## src/hdl/rag_pkg.sv

```systemverilog
package rag_pkg;

  localparam int SYS_CLK_HZ = 40_000_000;
  localparam int CLK_PERIOD_NS = 25;
  localparam int ADC_FS_HZ = 274_000;
  localparam logic [7:0] ADC_DIV = 8'((SYS_CLK_HZ + ADC_FS_HZ / 2) / ADC_FS_HZ);
  localparam int STARTUP_NS = 100_000;
  localparam logic [11:0] STARTUP_CYC = 12'((STARTUP_NS + CLK_PERIOD_NS - 1) / CLK_PERIOD_NS);

  localparam logic [2:0] SEL_RSSI = 3'h0;
  localparam logic [2:0] SEL_TEMP = 3'h1;
  localparam logic [2:0] SEL_SUPPLY = 3'h2;

  localparam logic [7:0] ADDR_SEL = 8'h00;
  localparam logic [7:0] ADDR_RES_HIGH = 8'h01;
  localparam logic [7:0] ADDR_RES_LOW = 8'h02;
  localparam logic [7:0] ADDR_STATUS = 8'h03;
  localparam logic [7:0] ADDR_ATTACK = 8'h04;
  localparam logic [7:0] ADDR_DECAY = 8'h05;
  localparam logic [7:0] ADDR_TH_LOW = 8'h06;
  localparam logic [7:0] ADDR_TH_HIGH = 8'h07;
  localparam logic [7:0] ADDR_TH_HYS = 8'h08;
  localparam logic [7:0] ADDR_TH_OFFS = 8'h09;
  localparam logic [7:0] ADDR_DGC = 8'h0a;
  localparam logic [7:0] ADDR_START = 8'h0b;
  localparam logic [7:0] ADDR_FREEZE = 8'h0c;
  localparam logic [7:0] ADDR_LEVEL = 8'h0d;

  localparam int STATUS_EOC_BIT = 0;
  localparam int STATUS_BUSY_BIT = 1;

  localparam logic [3:0] ATTACK_RST = 4'h4;
  localparam logic [3:0] DECAY_RST = 4'h4;
  localparam logic [7:0] TH_LOW_RST = 8'h08;
  localparam logic [7:0] TH_HIGH_RST = 8'h04;
  localparam logic [7:0] TH_HYS_RST = 8'h15;
  localparam logic [7:0] TH_OFFS_RST = 8'h40;
  localparam logic [7:0] DGC_RST = 8'h0f;
  localparam logic [2:0] COND_RST = 3'h0;

  typedef enum logic [1:0] {GS_MAX, GS_MID, GS_MIN} rag_gain_t;

  typedef struct packed {
    logic wr;
    logic rd;
    logic [7:0] addr;
    logic [7:0] wdata;
  } rag_cmd_t;

  typedef struct packed {
    logic [2:0] sel;
    logic [3:0] att;
    logic [3:0] dec;
    logic [7:0] th_lo;
    logic [7:0] th_hi;
    logic [7:0] hys;
    logic [7:0] offs;
    logic [7:0] digital_gain_correction;
    logic [2:0] start_cfg;
    logic [2:0] frz_cfg;
    logic [9:0] res;
    logic eoc;
    logic ref_en;
    logic su_busy;
    logic [11:0] su_cnt;
    logic [7:0] tick_cnt;
    logic tick;
    logic [15:0] acc;
    rag_gain_t stage;
    logic [8:0] dgc_out;
    logic [7:0] rdata;
    logic rvalid;
  } rag_state_t;

endpackage : rag_pkg

```

## src/hdl/rag_ctrl.sv

```systemverilog
`timescale 1ns/10ps
module rag_ctrl
  import rag_pkg::*;
(
  input wire logic i_sys_clk,
  input wire logic i_rst,
  input wire rag_cmd_t i_reg,
  input wire logic i_sleep,
  input wire logic i_adc_done,
  input wire logic [9:0] i_adc_data,
  input wire logic [3:0] i_cond,
  output logic [7:0] o_reg_rdata,
  output logic o_reg_rvalid,
  output logic o_adc_start,
  output logic [2:0] o_mux_sel,
  output logic o_ref_enable,
  output logic [1:0] o_gain_stage,
  output logic [8:0] o_dgc
);

  rag_state_t st;
  rag_state_t next_st;

  // Condition code 0 is never, 1 is always, 2 to 5 pick one of the condition inputs.
  function automatic logic cond_met(input logic [2:0] cfg, input logic [3:0] cond);
    case (cfg)
      3'h0: cond_met = 1'b0;
      3'h1: cond_met = 1'b1;
      3'h2: cond_met = cond[0];
      3'h3: cond_met = cond[1];
      3'h4: cond_met = cond[2];
      3'h5: cond_met = cond[3];
      default: cond_met = 1'b0;
    endcase
  endfunction : cond_met

  function automatic logic signed [10:0] ext11(input logic [7:0] v);
    ext11 = $signed({3'h0, v});
  endfunction : ext11

  logic conv_ok;
  logic run;
  assign conv_ok = i_adc_done && !st.su_busy;
  assign run = cond_met(st.start_cfg, i_cond) && !cond_met(st.frz_cfg, i_cond);

  always_comb begin : comb_p
    logic signed [16:0] err;
    logic signed [16:0] delta;
    logic signed [16:0] nacc;
    logic [4:0] sh;
    logic signed [10:0] lvl;
    logic signed [10:0] lo_pt;
    logic signed [10:0] hi_pt;
    logic signed [10:0] hys;
    err = $signed({1'b0, st.res[9:2], 8'h00}) - $signed({1'b0, st.acc});
    sh = (err > 17'sd0) ? {1'b0, st.att} : {1'b0, st.att} + {1'b0, st.dec};
    delta = err >>> sh;
    nacc = $signed({1'b0, st.acc}) + delta;
    lvl = ext11(st.acc[15:8]);
    lo_pt = ext11(st.offs) + ext11(st.th_lo);
    hi_pt = ext11(st.offs) + ext11(st.th_hi);
    hys = ext11(st.hys);
    next_st = st;
    next_st.rvalid = 1'b0;
    next_st.tick = 1'b0;
    if (st.tick_cnt == ADC_DIV - 8'h01) begin
      next_st.tick_cnt = 8'h00;
      next_st.tick = 1'b1;
    end else begin
      next_st.tick_cnt = st.tick_cnt + 8'h01;
    end
    if (st.su_busy) begin
      if (st.su_cnt == 12'h000) begin
        next_st.su_busy = 1'b0;
      end else begin
        next_st.su_cnt = st.su_cnt - 12'h001;
      end
    end
    // Conversions during reference start-up are discarded.
    if (conv_ok) begin
      next_st.res = i_adc_data;
      next_st.eoc = 1'b1;
      if (st.sel == SEL_RSSI && run) begin
        next_st.acc = nacc[15:0];
      end
    end
    case (st.stage)
      GS_MAX: begin
        if (lvl >= lo_pt) begin
          next_st.stage = GS_MID;
        end
      end
      GS_MID: begin
        if (lvl >= hi_pt) begin
          next_st.stage = GS_MIN;
        end else if (lvl < lo_pt - hys) begin
          next_st.stage = GS_MAX;
        end
      end
      GS_MIN: begin
        if (lvl < hi_pt - hys) begin
          next_st.stage = GS_MID;
        end
      end
      default: next_st.stage = GS_MAX;
    endcase
    case (st.stage)
      GS_MID: next_st.dgc_out = {1'b0, st.digital_gain_correction};
      GS_MIN: next_st.dgc_out = {st.digital_gain_correction, 1'b0};
      default: next_st.dgc_out = 9'h000;
    endcase
    if (i_reg.wr) begin
      case (i_reg.addr)
        ADDR_SEL: begin
          next_st.sel = i_reg.wdata[2:0];
          if (st.sel == SEL_RSSI && i_reg.wdata[2:0] != SEL_RSSI && i_sleep) begin
            next_st.ref_en = 1'b1;
            next_st.su_busy = 1'b1;
            next_st.su_cnt = STARTUP_CYC - 12'h001;
          end
          if (i_reg.wdata[2:0] == SEL_RSSI) begin
            next_st.ref_en = 1'b0;
            next_st.su_busy = 1'b0;
          end
        end
        ADDR_ATTACK: next_st.att = i_reg.wdata[3:0];
        ADDR_DECAY: next_st.dec = i_reg.wdata[3:0];
        ADDR_TH_LOW: next_st.th_lo = i_reg.wdata;
        ADDR_TH_HIGH: next_st.th_hi = i_reg.wdata;
        ADDR_TH_HYS: next_st.hys = i_reg.wdata;
        ADDR_TH_OFFS: next_st.offs = i_reg.wdata;
        ADDR_DGC: next_st.digital_gain_correction = i_reg.wdata;
        ADDR_START: next_st.start_cfg = i_reg.wdata[2:0];
        ADDR_FREEZE: next_st.frz_cfg = i_reg.wdata[2:0];
        default: ;
      endcase
    end
    if (i_reg.rd) begin
      next_st.rvalid = 1'b1;
      case (i_reg.addr)
        ADDR_SEL: next_st.rdata = {5'h00, st.sel};
        ADDR_RES_HIGH: next_st.rdata = st.res[9:2];
        ADDR_RES_LOW: next_st.rdata = {6'h00, st.res[1:0]};
        ADDR_STATUS: next_st.rdata = {6'h00, st.su_busy, st.eoc};
        ADDR_ATTACK: next_st.rdata = {4'h0, st.att};
        ADDR_DECAY: next_st.rdata = {4'h0, st.dec};
        ADDR_TH_LOW: next_st.rdata = st.th_lo;
        ADDR_TH_HIGH: next_st.rdata = st.th_hi;
        ADDR_TH_HYS: next_st.rdata = st.hys;
        ADDR_TH_OFFS: next_st.rdata = st.offs;
        ADDR_DGC: next_st.rdata = st.digital_gain_correction;
        ADDR_START: next_st.rdata = {5'h00, st.start_cfg};
        ADDR_FREEZE: next_st.rdata = {5'h00, st.frz_cfg};
        ADDR_LEVEL: next_st.rdata = st.acc[15:8];
        default: next_st.rdata = 8'h00;
      endcase
      // A conversion landing in the same cycle keeps the flag set.
      if (i_reg.addr == ADDR_RES_HIGH && !conv_ok) begin
        next_st.eoc = 1'b0;
      end
    end
  end

  always_ff @(posedge i_sys_clk or posedge i_rst) begin
    if (i_rst) begin
      st <= '0;
      st.sel <= SEL_RSSI;
      st.att <= ATTACK_RST;
      st.dec <= DECAY_RST;
      st.th_lo <= TH_LOW_RST;
      st.th_hi <= TH_HIGH_RST;
      st.hys <= TH_HYS_RST;
      st.offs <= TH_OFFS_RST;
      st.digital_gain_correction <= DGC_RST;
      st.start_cfg <= COND_RST;
      st.frz_cfg <= COND_RST;
      st.stage <= GS_MAX;
    end else begin
      st <= next_st;
    end
  end

  assign o_reg_rdata = st.rdata;
  assign o_reg_rvalid = st.rvalid;
  assign o_adc_start = st.tick;
  assign o_mux_sel = st.sel;
  assign o_ref_enable = st.ref_en;
  assign o_gain_stage = st.stage;
  assign o_dgc = st.dgc_out;

  localparam int ADC_DIV_I = int'(ADC_DIV);
endmodule : rag_ctrl

```

## config.mk

```make
export PLATFORM = sky130hd
export DESIGN_NAME = rag_ctrl
export DESIGN_NICKNAME = d
export VERILOG_FILES = /design/src/hdl/rag_pkg.sv /design/src/hdl/rag_ctrl.sv
export SDC_FILE = /design/constraint.sdc
export NUM_CORES = 1
export LEC_CHECK = 0
export BUFFER_PORTS_ARGS = -buffer_cell sky130_fd_sc_hd__buf_2
export CORE_MARGIN = 10
export CORE_UTILIZATION = 45
export DETAILED_ROUTE_END_ITERATION = 10
export PLACE_DENSITY = 0.73
export SKIP_LAST_GASP = 1
export SLEW_MARGIN = 20
export SYNTH_ARGS = -nofsm -noshare
export SYNTH_HDL_FRONTEND = slang
export SYNTH_SLANG_ARGS = --single-unit
```

## constraint.sdc

```tcl
create_clock -name i_sys_clk -period 5.8 [get_ports i_sys_clk]
set_clock_uncertainty 0.05 [all_clocks]
set_input_delay 0.58 -clock i_sys_clk [delete_from_list [all_inputs] [get_ports i_sys_clk]]
set_output_delay 0.58 -clock i_sys_clk [all_outputs]
set_load 0.02 [all_outputs]
```

=== Word-level counts from Yosys, hierarchy flattened ===
Cells that the tools add are included.

* Input bits: 36
* Flip-flop bits (word level): 127
* Output and inout bits: 25
* Word-level logic and storage cells: 118

* Add/sub/neg operators: 9
* $lt $le $gt $ge: 5
* Reduce and logical (&&, ||, !) cells: 29
* Equal/unequal tests: 29
* Muxes and demuxes: 23
* Shift operators: 1

{| class="wikitable"
|+ Operators by type and width
! kind !! count
|-
| $pmux 8 s14 || 1
|-
| $eq 8x4->1 const B || 6
|-
| $mux 13 || 3
|-
| $eq 8x3->1 const B || 4
|-
| $reduce_and 2->1 || 11
|-
| $lt 9x10->1 || 2
|-
| $sub 9x8->10 || 2
|-
| $add 8x8->9 || 2
|-
| $ge 8x9->1 || 2
|-
| $pmux 9 s2 || 1
|-
| $gt 17x1->1 const B || 1
|-
| $sshr 17x5->16 || 1
|-
| $sub 16x16->17 || 1
|-
| $add 16x16->16 || 1
|-
| $eq 8x2->1 const B || 2
|-
| $mux 14 || 1
|-
| $eq 3x2->1 const B || 4
|-
| $eq 3x3->1 const B || 4
|-
| $logic_not 12->1 || 1
|-
| $mux 12 || 1
|-
| $sub 12x1->12 const B || 1
|-
| $mux 2 || 5
|-
| $pmux 1 s5 || 2
|-
| $add 8x1->8 const B || 1
|-
| other kinds (20) || 36
|}

=== Logic depth before layout (Yosys ltp) ===
Gate-level depths: netlist of run 1.

* Word-level depth: 7
* Gate-level depth with buffers: 29

=== Worst setup path before layout of run 1 ===
OpenSTA, ideal clock, no wires.

* Kind: reg2reg
* From: reg st, in the netlist comb_p.lvl[1]
* To: reg st, in the netlist comb_p.lvl[7]
* Clock period less this slack: 6.009 ns
* Path buffers: 1
* Setup slack: -0.209 ns
* Required time: 5.623 ns
* Stages on the path, launching flop included: 25
* Data arrival time: 5.832 ns
* Cells stage by stage: dfrtp_1 > inv_1 > ha_1 > and3b_1 > and3_1 > o31ai_2 > xor2_2 > nand3_2 > o21ai_2 > mux2_2 > buf_2 > mux2i_1 > a221oi_1 > o211a_1 > ha_1 > a211o_1 > a21oi_1 > o21ai_0 > a2111oi_0 > o31ai_1 > a21oi_1 > nor2b_1 > a2111oi_0 > o21ai_0 > xnor2_1

* Longest elaborated chain between the ends: 5

{| class="wikitable"
|+ Ends and longest elaborated chain
! what !! line !! RTL
|-
| from (decl) || rag_ctrl.sv:21 || <nowiki>rag_state_t st;</nowiki>
|-
| from (signal assigned) || rag_ctrl.sv:179 || <nowiki>st <= next_st;</nowiki>
|-
| $sub 16x16->17 || rag_ctrl.sv:55 || <nowiki>err = $signed({1'b0, st.res[9:2], 8'h00}) - $signed({1'b0, st.acc});</nowiki>
|-
| $gt 17x1->1 || rag_ctrl.sv:56 || <nowiki>sh = (err > 17'sd0) ? {1'b0, st.att} : {1'b0, st.att} + {1'b0, st.dec};</nowiki>
|-
| $mux 5 || rag_ctrl.sv:56 ||
|-
| $sshr 17x5->16 || rag_ctrl.sv:57 || <nowiki>delta = err >>> sh;</nowiki>
|-
| $add 16x16->16 * || rag_ctrl.sv:58 || <nowiki>nacc = $signed({1'b0, st.acc}) + delta;</nowiki>
|}

Mark *: on every way between the ends. The rest lies on a longest branch, timed or not.
A chain may end at the register's enable or synchronous reset.

=== Worst setup path in the final report of run 1 ===
* From: reg st, in the netlist comb_p.lvl[1]
* To: reg st, in the netlist comb_p.lvl[6]

Same word-level chain as after synthesis.

==> results.md, run 1 <==
Timing:
- For this run, the top clock speed supported by timing is approximately 0.17 GHz.
- The post-route clock period utilization is 1.00.
- Subtracting the final worst setup slack from the clock period gives between 5000 and 6000 ps.
- The number of hold violations in the final report was 0.
- Measured against its own limit, the worst slew margin works out to 0.239.
- The final critical-path setup slack is -27.7 ps.
- Setup repair after global routing could not meet its margin everywhere.
- The setup-violating endpoint count in the final report is 2.
- The final-report max-slew violation count is 0.
- At the pin with the least slew margin, the transition time is around 1100 ps.

Setup path:
- The maximum fanout encountered on the critical timing path is 7.
- The kind of cell with the highest combined delay along the critical path is compound AO/OA/AOI/OAI gates.
- The setup path with the least slack is of type flip-flop to flip-flop.
- Data on the critical path arrives at its endpoint at 6060 ps.
- The worst setup path is captured at a flip-flop.
- Among all stages on the critical path, the largest delay is contributed by sky130_fd_sc_hd__a2111oi_4.
- The biggest cell delay along the critical path is around 420 ps.
- The critical path required time is 6030 ps.
- The type of origin of the critical path is a flip-flop.
- The number of buffers and inverters on the critical path is 7.
- In this design, the critical path's most frequently occurring cell is sky130_fd_sc_hd__buf_6.

Routing:
- The vias per cell is slightly below 6.
- The count of nets left with antenna violations once routing finished came out at 0.
- The length of routed met2 wiring is about 15 mm.
- After detailed routing, the average wire length per cell comes to approximately 19 um.
- Detailed routing placed a total of roughly 1.9 mm of wire on met3.
- The top routing layer in use is met5.
- The post-detailed-routing wire length is approximately 31 mm.
- After detailed routing, the number of remaining DRC violations is 0.
- The first routing iteration left around 820 violations.
- The overall via count from detail_route is between 9000 and 10000.
- The routed metal-1 wirelength is about 14 mm.
- The first TritonRoute pass finished after 7 iterations.

Cells and area:
- For this run, the share of the core covered by cells in the final layout is 0.563.
- The area of all sequential standard cells is about 3200 um^2.
- From synthesis to final layout, the design area changed by 22.0%.
- The filler cell count in the final layout is roughly 2000.
- The area of the multi-input gates is between 6000 and 7000 um^2.
- In the final layout, the share of cells above drive strength 1 is 0.313.
- For this run, the post-layout net count is approximately 1400.

Yosys:
- By area the synthesized netlist is led by sky130_fd_sc_hd__dfrtp_1 (27%), sky130_fd_sc_hd__ha_1 (12%), sky130_fd_sc_hd__mux2_2 (8.8%).
- The average size of a mapped cell is roughly 9.3 um^2.
- The Yosys step of the flow raised 0 warnings.
- The number of enable flip-flop cells after synthesis is 0.
- The most used flip-flop cell after synthesis is sky130_fd_sc_hd__dfrtp_1.
- After synthesis the cells add up to approximately 11000 um^2.
- Synthesis produced a netlist whose cell count is around 1100.
- The commonest cells after synthesis are sky130_fd_sc_hd__dfrtp_1 (115), sky130_fd_sc_hd__ha_1 (97), sky130_fd_sc_hd__inv_1 (88).
- In the synthesized netlist the async set-or-reset flop fraction comes to 1.00.
- sky130_fd_sc_hd__dfrtp_1 is the most common cell in the netlist.
- The largest total area in the synthesized netlist belongs to sky130_fd_sc_hd__dfrtp_1.
- The synthesized netlist contains about 90 unique library cells.
- Of the synthesized area, sequential elements account for 0.303.
- In this run, synthesis produced a sequential element count of 127.
- The share of synthesized area in the top cell type comes to 0.273.
- When the netlist entered floorplanning its net count stood at around 1300.

Outcome:
- The checks that failed: setup timing.
- The run finished, with violations left.

GRT:
- Across every metal layer, demand over resource in global routing totals 0.196.
- Entering global routing, the biggest net connects 76 pins.
- The first global-routing pass estimated 48.4 mm of wire.
- The number of global-route vias before repair is ~9200.
- The number of antenna violations at the first check in global routing is 2.
- The overall overflow remaining after global route is 0.

Power and ir drop:
- Total power for the finished layout comes to 0.00349 W.
- The power density over cell area is 271 nW/um^2.
- The worst IR drop on VDD is 241 uV.
- The leakage power figure is between 6 and 7 nW.

CTS:
- Clock-pin slew was measured on the worst setup and hold paths at roughly 70 ps.
- The clock sink count is 127.
- Clock tree synthesis inserted a total of 17 buffers.
- The number of H-tree levels is 4.
- For the worst-skew pair, the clock arrives at the later sink with an insertion delay of around 420 ps.
- The longest clock path from root to sink contains 2 buffers.
- The master cell of the clock root buffer is sky130_fd_sc_hd__clkbuf_16.
- TritonCTS built the clock tree.

Floorplanning:
- The floorplan step defined a die boundary enclosing ~30000 um^2.
- The total area inside the core boundary comes to roughly 23000 um^2.
- slightly above 60 I/O pins were placed.
- In this run the core area contains 55 standard-cell rows.
- The floorplan step set the die width to about 170 um.
- In this run the vertical extent of the chip is ~170 um.
- For this configuration, the core starts out at a cell density of 0.461.

Min path:
- The path class of the tightest hold or removal check is input pin to async pin.

Run:
- Max-cap violations in this run came to 0.

Placement:
- The final HPWL from detailed placement is 23.5 mm.
- In this run the tool buffered the top-level ports with 60 buffer cells.
- The congestion estimate from routability-driven global placement came to between 0.9 and 1.
- The pre-CTS worst setup slack is -347 ps.
repair_timing:
item | CTS | global route
buffers inserted | 8 | 9
gates cloned | 0 | 1
endpoints found under the setup margin | 4 | 6
pin swaps | 15 | 30
hold buffers | 0 | 0
gates resized for setup | 14 | 39
registers in the layout (all words and copies together), names as in the netlist:
register / flops
o_dgc: 9
st: 86
o_reg_rdata: 8
o_adc_start: 1
comb_p.hys: 8
o_ref_enable: 1
o_gain_stage: 2
comb_p.lvl: 8
o_reg_rvalid: 1
o_mux_sel: 3
kinds of logic after synthesis:
group / count (synthesis) / synth area share
AO/OA/AOI/OAI: 305 / 0.200
AND/OR/NAND/NOR: 292 / 0.143
buffers and inverters: 144 / 0.0691
flip-flops: 127 / 0.303
multiplexers: 112 / 0.118
adder cells (fa/ha/maj): 103 / 0.127
XOR/XNOR: 48 / 0.0406
final timing paths:
path	start	endpoint	slack [ps]	depth (start not counted)
hold / removal	i_rst	st[47]	320	2
setup / recovery	comb_p.lvl[1]	comb_p.lvl[6]	-30	29
setup reg to reg	comb_p.lvl[1]	comb_p.lvl[6]	-30	29
hold reg to reg	st[59]	st[59]	430	1
min in group i_sys_clk	i_reg[16]	o_reg_rvalid	350	1
max in group asynchronous	i_rst	st[67]	4170	3
final cells by class:
class                      instances  area share
timing repair buffer             214       0.116
clock inverter                    15      0.0111
antenna                            1    0.000195
sequential                       127       0.248
multi-input combinational        861       0.535
tap                              313      0.0305
clock buffer                      17      0.0331
inverter                          88      0.0259
report_power, final:
| part | leakage [nW] | internal (W) | switching (W) | total [W] |
|---|---|---|---|---|
| Combinational | 4.16 | 0.000676 | 0.000745 | 0.00142 |
| Sequential | 1.59 | 0.000960 | 0.0000668 | 0.00103 |
| Clock | 0.277 | 0.000570 | 0.000472 | 0.00104 |
| Total | 6.03 | 0.00221 | 0.00128 | 0.00349 |
layer usage:
metal,GRT usage,up-vias
li1,-,4482
met1,0.256,4608
met2,0.323,339
met3,0.0335,66
met4,0.0614,2
met5,0,-
stage by stage:
stage / hold slack, ps / setup TNS [ps] / cell area (um^2) / instances
4_1_cts: 329 / 0 / 12600 / 1625
5_1_grt: 333 / -1070 / 12900 / 1635
3_5_place_dp: 419 / -970 / 11900 / 1585
3_3_place_gp: 415 / -515 / 11900 / 1585
6_report: 320 / -38.0 / 12900 / 1636
2_1_floorplan: 399 / 0 / 10600 / 1131
cell usage in the layout, fill, tap and decap left out, types with 6 or more instances in the layout:
cell,instances
sky130_fd_sc_hd__a211oi_1,8
sky130_fd_sc_hd__a21o_1,22
sky130_fd_sc_hd__a21oi_1,59
sky130_fd_sc_hd__a21oi_2,6
sky130_fd_sc_hd__a222oi_1,8
sky130_fd_sc_hd__a22oi_1,23
sky130_fd_sc_hd__a31oi_1,6
sky130_fd_sc_hd__and3_1,14
sky130_fd_sc_hd__buf_2,60
sky130_fd_sc_hd__buf_4,148
sky130_fd_sc_hd__clkbuf_16,17
sky130_fd_sc_hd__dfrtp_1,115
sky130_fd_sc_hd__dfstp_2,12
sky130_fd_sc_hd__ha_1,93
sky130_fd_sc_hd__inv_1,86
sky130_fd_sc_hd__inv_6,7
sky130_fd_sc_hd__mux2_2,82
sky130_fd_sc_hd__mux2i_1,24
sky130_fd_sc_hd__nand2_1,75
sky130_fd_sc_hd__nand2b_1,12
sky130_fd_sc_hd__nand3_1,29
sky130_fd_sc_hd__nor2_1,59
sky130_fd_sc_hd__nor2b_1,22
sky130_fd_sc_hd__nor3_1,18
sky130_fd_sc_hd__nor4_1,7
sky130_fd_sc_hd__o211ai_1,6
sky130_fd_sc_hd__o21a_1,14
sky130_fd_sc_hd__o21ai_0,59
sky130_fd_sc_hd__o21bai_1,14
sky130_fd_sc_hd__o22ai_1,13
sky130_fd_sc_hd__or2_2,6
sky130_fd_sc_hd__or3_1,9
sky130_fd_sc_hd__xnor2_1,27
sky130_fd_sc_hd__xor2_1,19
(Power assumes the default switching activity.)
==> inputs of run 2 (changes only) <==
--- a/config.mk
+++ b/config.mk
@@ -9,7 +9,7 @@
 export CORE_MARGIN = 10
 export CORE_UTILIZATION = 45
 export DETAILED_ROUTE_END_ITERATION = 10
-export PLACE_DENSITY = 0.73
+export PLACE_DENSITY = 0.71
 export SKIP_LAST_GASP = 1
 export SLEW_MARGIN = 20
 export SYNTH_ARGS = -nofsm -noshare
==> constraint.sdc (replaced) <==
create_clock -name i_sys_clk -period 6.3 [get_ports i_sys_clk]
set_clock_uncertainty 0.05 [all_clocks]
set_input_delay 0.63 -clock i_sys_clk [delete_from_list [all_inputs] [get_ports i_sys_clk]]
set_output_delay 0.63 -clock i_sys_clk [all_outputs]
set_load 0.02 [all_outputs]
==> run 2 against run 1 <==
Net effect:
- the run now ends clean
- clock-buffer cell count is 1 higher
- fmax is 3.7% lower
- design area is 7.1% lower
- power is 12% lower
- sequential share of layout area is 1.9 points higher
- cell count is 6.5% lower
- critical endpoint is now comb_p.lvl[7]
- largest cell class unchanged
==> results.md, run 2 (same netlist as run 1, synthesis figures left out) <==
Placement:
- The pre-CTS worst setup slack came to 54.6 ps (was -347 ps).
- The global placer's final weighted congestion came to 0.940 (was 0.907).
- The count of input and output buffers was 60 (unchanged).
- The final HPWL from detailed placement was 22.5 mm (was 23.5 mm).
- The number of cells after detailed placement is 1493 (was 1585).

CTS:
- The clock sink count is 127 (unchanged).
- The insertion delay to the later sink of the worst-skew pair is 420 ps (about the same).
- The CTS clock-pin slew for the worst setup and hold paths came to 60 ps (was 70 ps).
- The number of H-tree levels was 4 (unchanged).
- The master cell of the clock root buffer is sky130_fd_sc_hd__clkbuf_16 (unchanged).
- The total CTS buffers is 17 (unchanged).
- The CTS tree is built (unchanged).
- The clock tree buffer depth came to 2 (unchanged).

Floorplanning:
- The die area is 29900 um^2 (unchanged).
- The starting density of the core came to 0.461 (unchanged).
- The die outline width is 173 um (unchanged).
- The floorplan core area is 22800 um^2 (unchanged).
- The vertical extent of the die came to 173 um (unchanged).
- The row count is 55 (unchanged).
- The count of pins on the block boundary is 61 (unchanged).

Cells and area:
- Highest-count cells in the layout ignoring fill and taps: sky130_fd_sc_hd__dfrtp_1 (114), sky130_fd_sc_hd__ha_1 (95), sky130_fd_sc_hd__inv_1 (87), sky130_fd_sc_hd__mux2_2 (82), sky130_fd_sc_hd__nand2_1 (76) (was sky130_fd_sc_hd__buf_4 (148), sky130_fd_sc_hd__dfrtp_1 (115), sky130_fd_sc_hd__ha_1 (93), sky130_fd_sc_hd__inv_1 (86), sky130_fd_sc_hd__mux2_2 (82)).
- The non-filler instance count after layout is 1530 (was 1636).
- The largest register by flop count is st (unchanged).
- The most frequent standard cell in the layout excluding fill and tap cells is sky130_fd_sc_hd__dfrtp_1 (was sky130_fd_sc_hd__buf_4).
- The filler cell count in the final layout is 2070 (was 1995).
- The net count of the finished layout is 1343 (was 1448).
- The share of layout cells above drive strength 1 is 0.242 (was 0.313).
- The area growth from synthesis to layout came to 13.3% (was 22.0%).
- The flip-flop count of the largest register after layout is 86 (unchanged).
- The antenna diode count is 0 (was 1).

Setup path:
- The cell family contributing the most delay on the critical path is compound AO/OA/AOI/OAI gates (unchanged).
- The slowest cell on the critical path was sky130_fd_sc_hd__o311a_1 (was sky130_fd_sc_hd__a2111oi_4).
- The combined buffer and inverter count along the critical path came to 3 (was 7).
- The type of origin of the critical path is a flip-flop (unchanged).
- The maximum fanout encountered on the critical timing path was 19 (was 7).
- The class of the most critical setup path is flip-flop to flip-flop (unchanged).
- The kind of end point of the critical path is a flip-flop (unchanged).
- The critical path required time is 6540 ps (was 6030 ps).
- The critical path arrival came to 6300 ps (was 6060 ps).
- The biggest cell delay along the critical path is 410 ps (was 420 ps).

Timing:
- The post-route clock period utilization is 0.961 (was 1.00).
- The final critical-path setup slack is 245 ps (was -27.7 ps).
- The final critical path time including I/O delays and setup was 6050 ps (was 5830 ps).
- The setup TNS is 0 ps (was -38.0 ps).
- The worst max-slew margin expressed relative to the limit is 0.306 (was 0.239).
- The final-layout worst hold slack came to 357 ps (was 320 ps).
- The number of hold violations in the final report is 0 (unchanged).
- The setup-violating endpoint count in the final report came to 0 (was 2).
- The final-report max-slew violation count was 0 (unchanged).
- The timing-limited maximum frequency is 0.165 GHz (was 0.172 GHz).
- The slew at the pin closest to its max-slew limit is 1030 ps (was 1130 ps).

Power and ir drop:
- The power density over cell area is 257 nW/um^2 (was 271 nW/um^2).
- The overall power consumption is 0.00307 W (was 0.00349 W).
- The worst IR drop on VDD was 206 uV (was 241 uV).
- The leakage power figure is 5.52 nW (was 6.03 nW).

Routing:
- The remaining antenna violation count after routing came to 0 (unchanged).
- The overall via count from detail_route came to 9142 (was 9497).
- The DRC violation count after routing is 0 (unchanged).
- The post-detailed-routing wire length is 29.7 mm (was 31.0 mm).
- The number of violations reported at the end of detailed-routing iteration 0 is 1013 (was 818).
- The detail-routed net length per standard cell is 19.4 um (was 18.9 um).
- The first-pass detailed-route iteration total was 6 (was 7).
- The vias per cell came to 5.98 (was 5.81).

GRT:
- The number of antenna violations at the first check in global routing is 3 (was 2).
- The global-route total usage across every layer is 0.192 (was 0.196).
- The overall overflow remaining after global route came to 0 (unchanged).
- The global-route wire length before repair is 47.4 mm (was 48.4 mm).
- The number of global-route vias before repair came to 8754 (was 9190).
- The maximum number of pins on one net before global-route repair is 77 (was 76).

Run:
- The max-capacitance violation count is 0 (unchanged).

Min path:
- The type of the most critical hold path is input pin to async pin (unchanged).

Outcome:
- Result of the run: finished, final reports clean (was complete, but fails checks).
-- run 2: cell count changes in the layout (fill, tap and decap cells not counted), sizes merged --
cell and delta:
diode -1, bufinv +1, buf -104, clkbuf +1, inv -5, and2 -1, clkinv +3
-- run 2: timing repair --
item                                    4_1_cts  5_1_grt
hold buffers                                  0        0
resized for setup                             1       26
setup buffers                                 0        5
pin swaps                                     0       10
endpoints found under the setup margin        1        5
-- run 2: worst paths after layout --
kind	from	to	slack [ps]	depth (start not counted)
worst min register to register	st[59]	st[59]	440	1
worst max register to register	comb_p.lvl[1]	comb_p.lvl[7]	250	26
worst min-delay path	i_rst	o_reg_rvalid	360	2
min in group i_sys_clk	i_adc_data[8]	st[68]	400	2
max in group asynchronous	i_rst	st[26]	4550	3
worst max-delay path	comb_p.lvl[1]	comb_p.lvl[7]	250	26
-- run 2: layout make-up --
cell class | instances | area [um^2] | share of cell area
multi-input combinational | 860 | 6760 | 0.566
clock buffer | 18 | 439 | 0.0368
inverter | 88 | 333 | 0.0279
timing repair buffer | 110 | 676 | 0.0566
tap | 313 | 392 | 0.0328
clock inverter | 14 | 148 | 0.0124
sequential | 127 | 3190 | 0.267
-- run 2: per-stage QoR --
step,utilization,cell area (um^2)
6_report,0.523,11900
5_1_grt,0.523,11900
4_1_cts,0.515,11800
3_5_place_dp,0.489,11200
3_3_place_gp,0.489,11200
2_1_floorplan,-,10500
-- run 2: metal layers --
| layer | vias up | routed length, um | track usage |
|---|---|---|---|
| li1 | 4275 | - | - |
| met5 | - | 27 | 0 |
| met3 | 67 | 1940 | 0.0357 |
| met2 | 400 | 13600 | 0.302 |
| met4 | 4 | 845 | 0.0596 |
| met1 | 4396 | 13300 | 0.261 |
-- run 2: report_power, final --
group	switching [W]	internal (W)
Combinational	0.000622	0.000510
Clock	0.000423	0.000568
Sequential	0.0000663	0.000883
Total	0.00111	0.00196
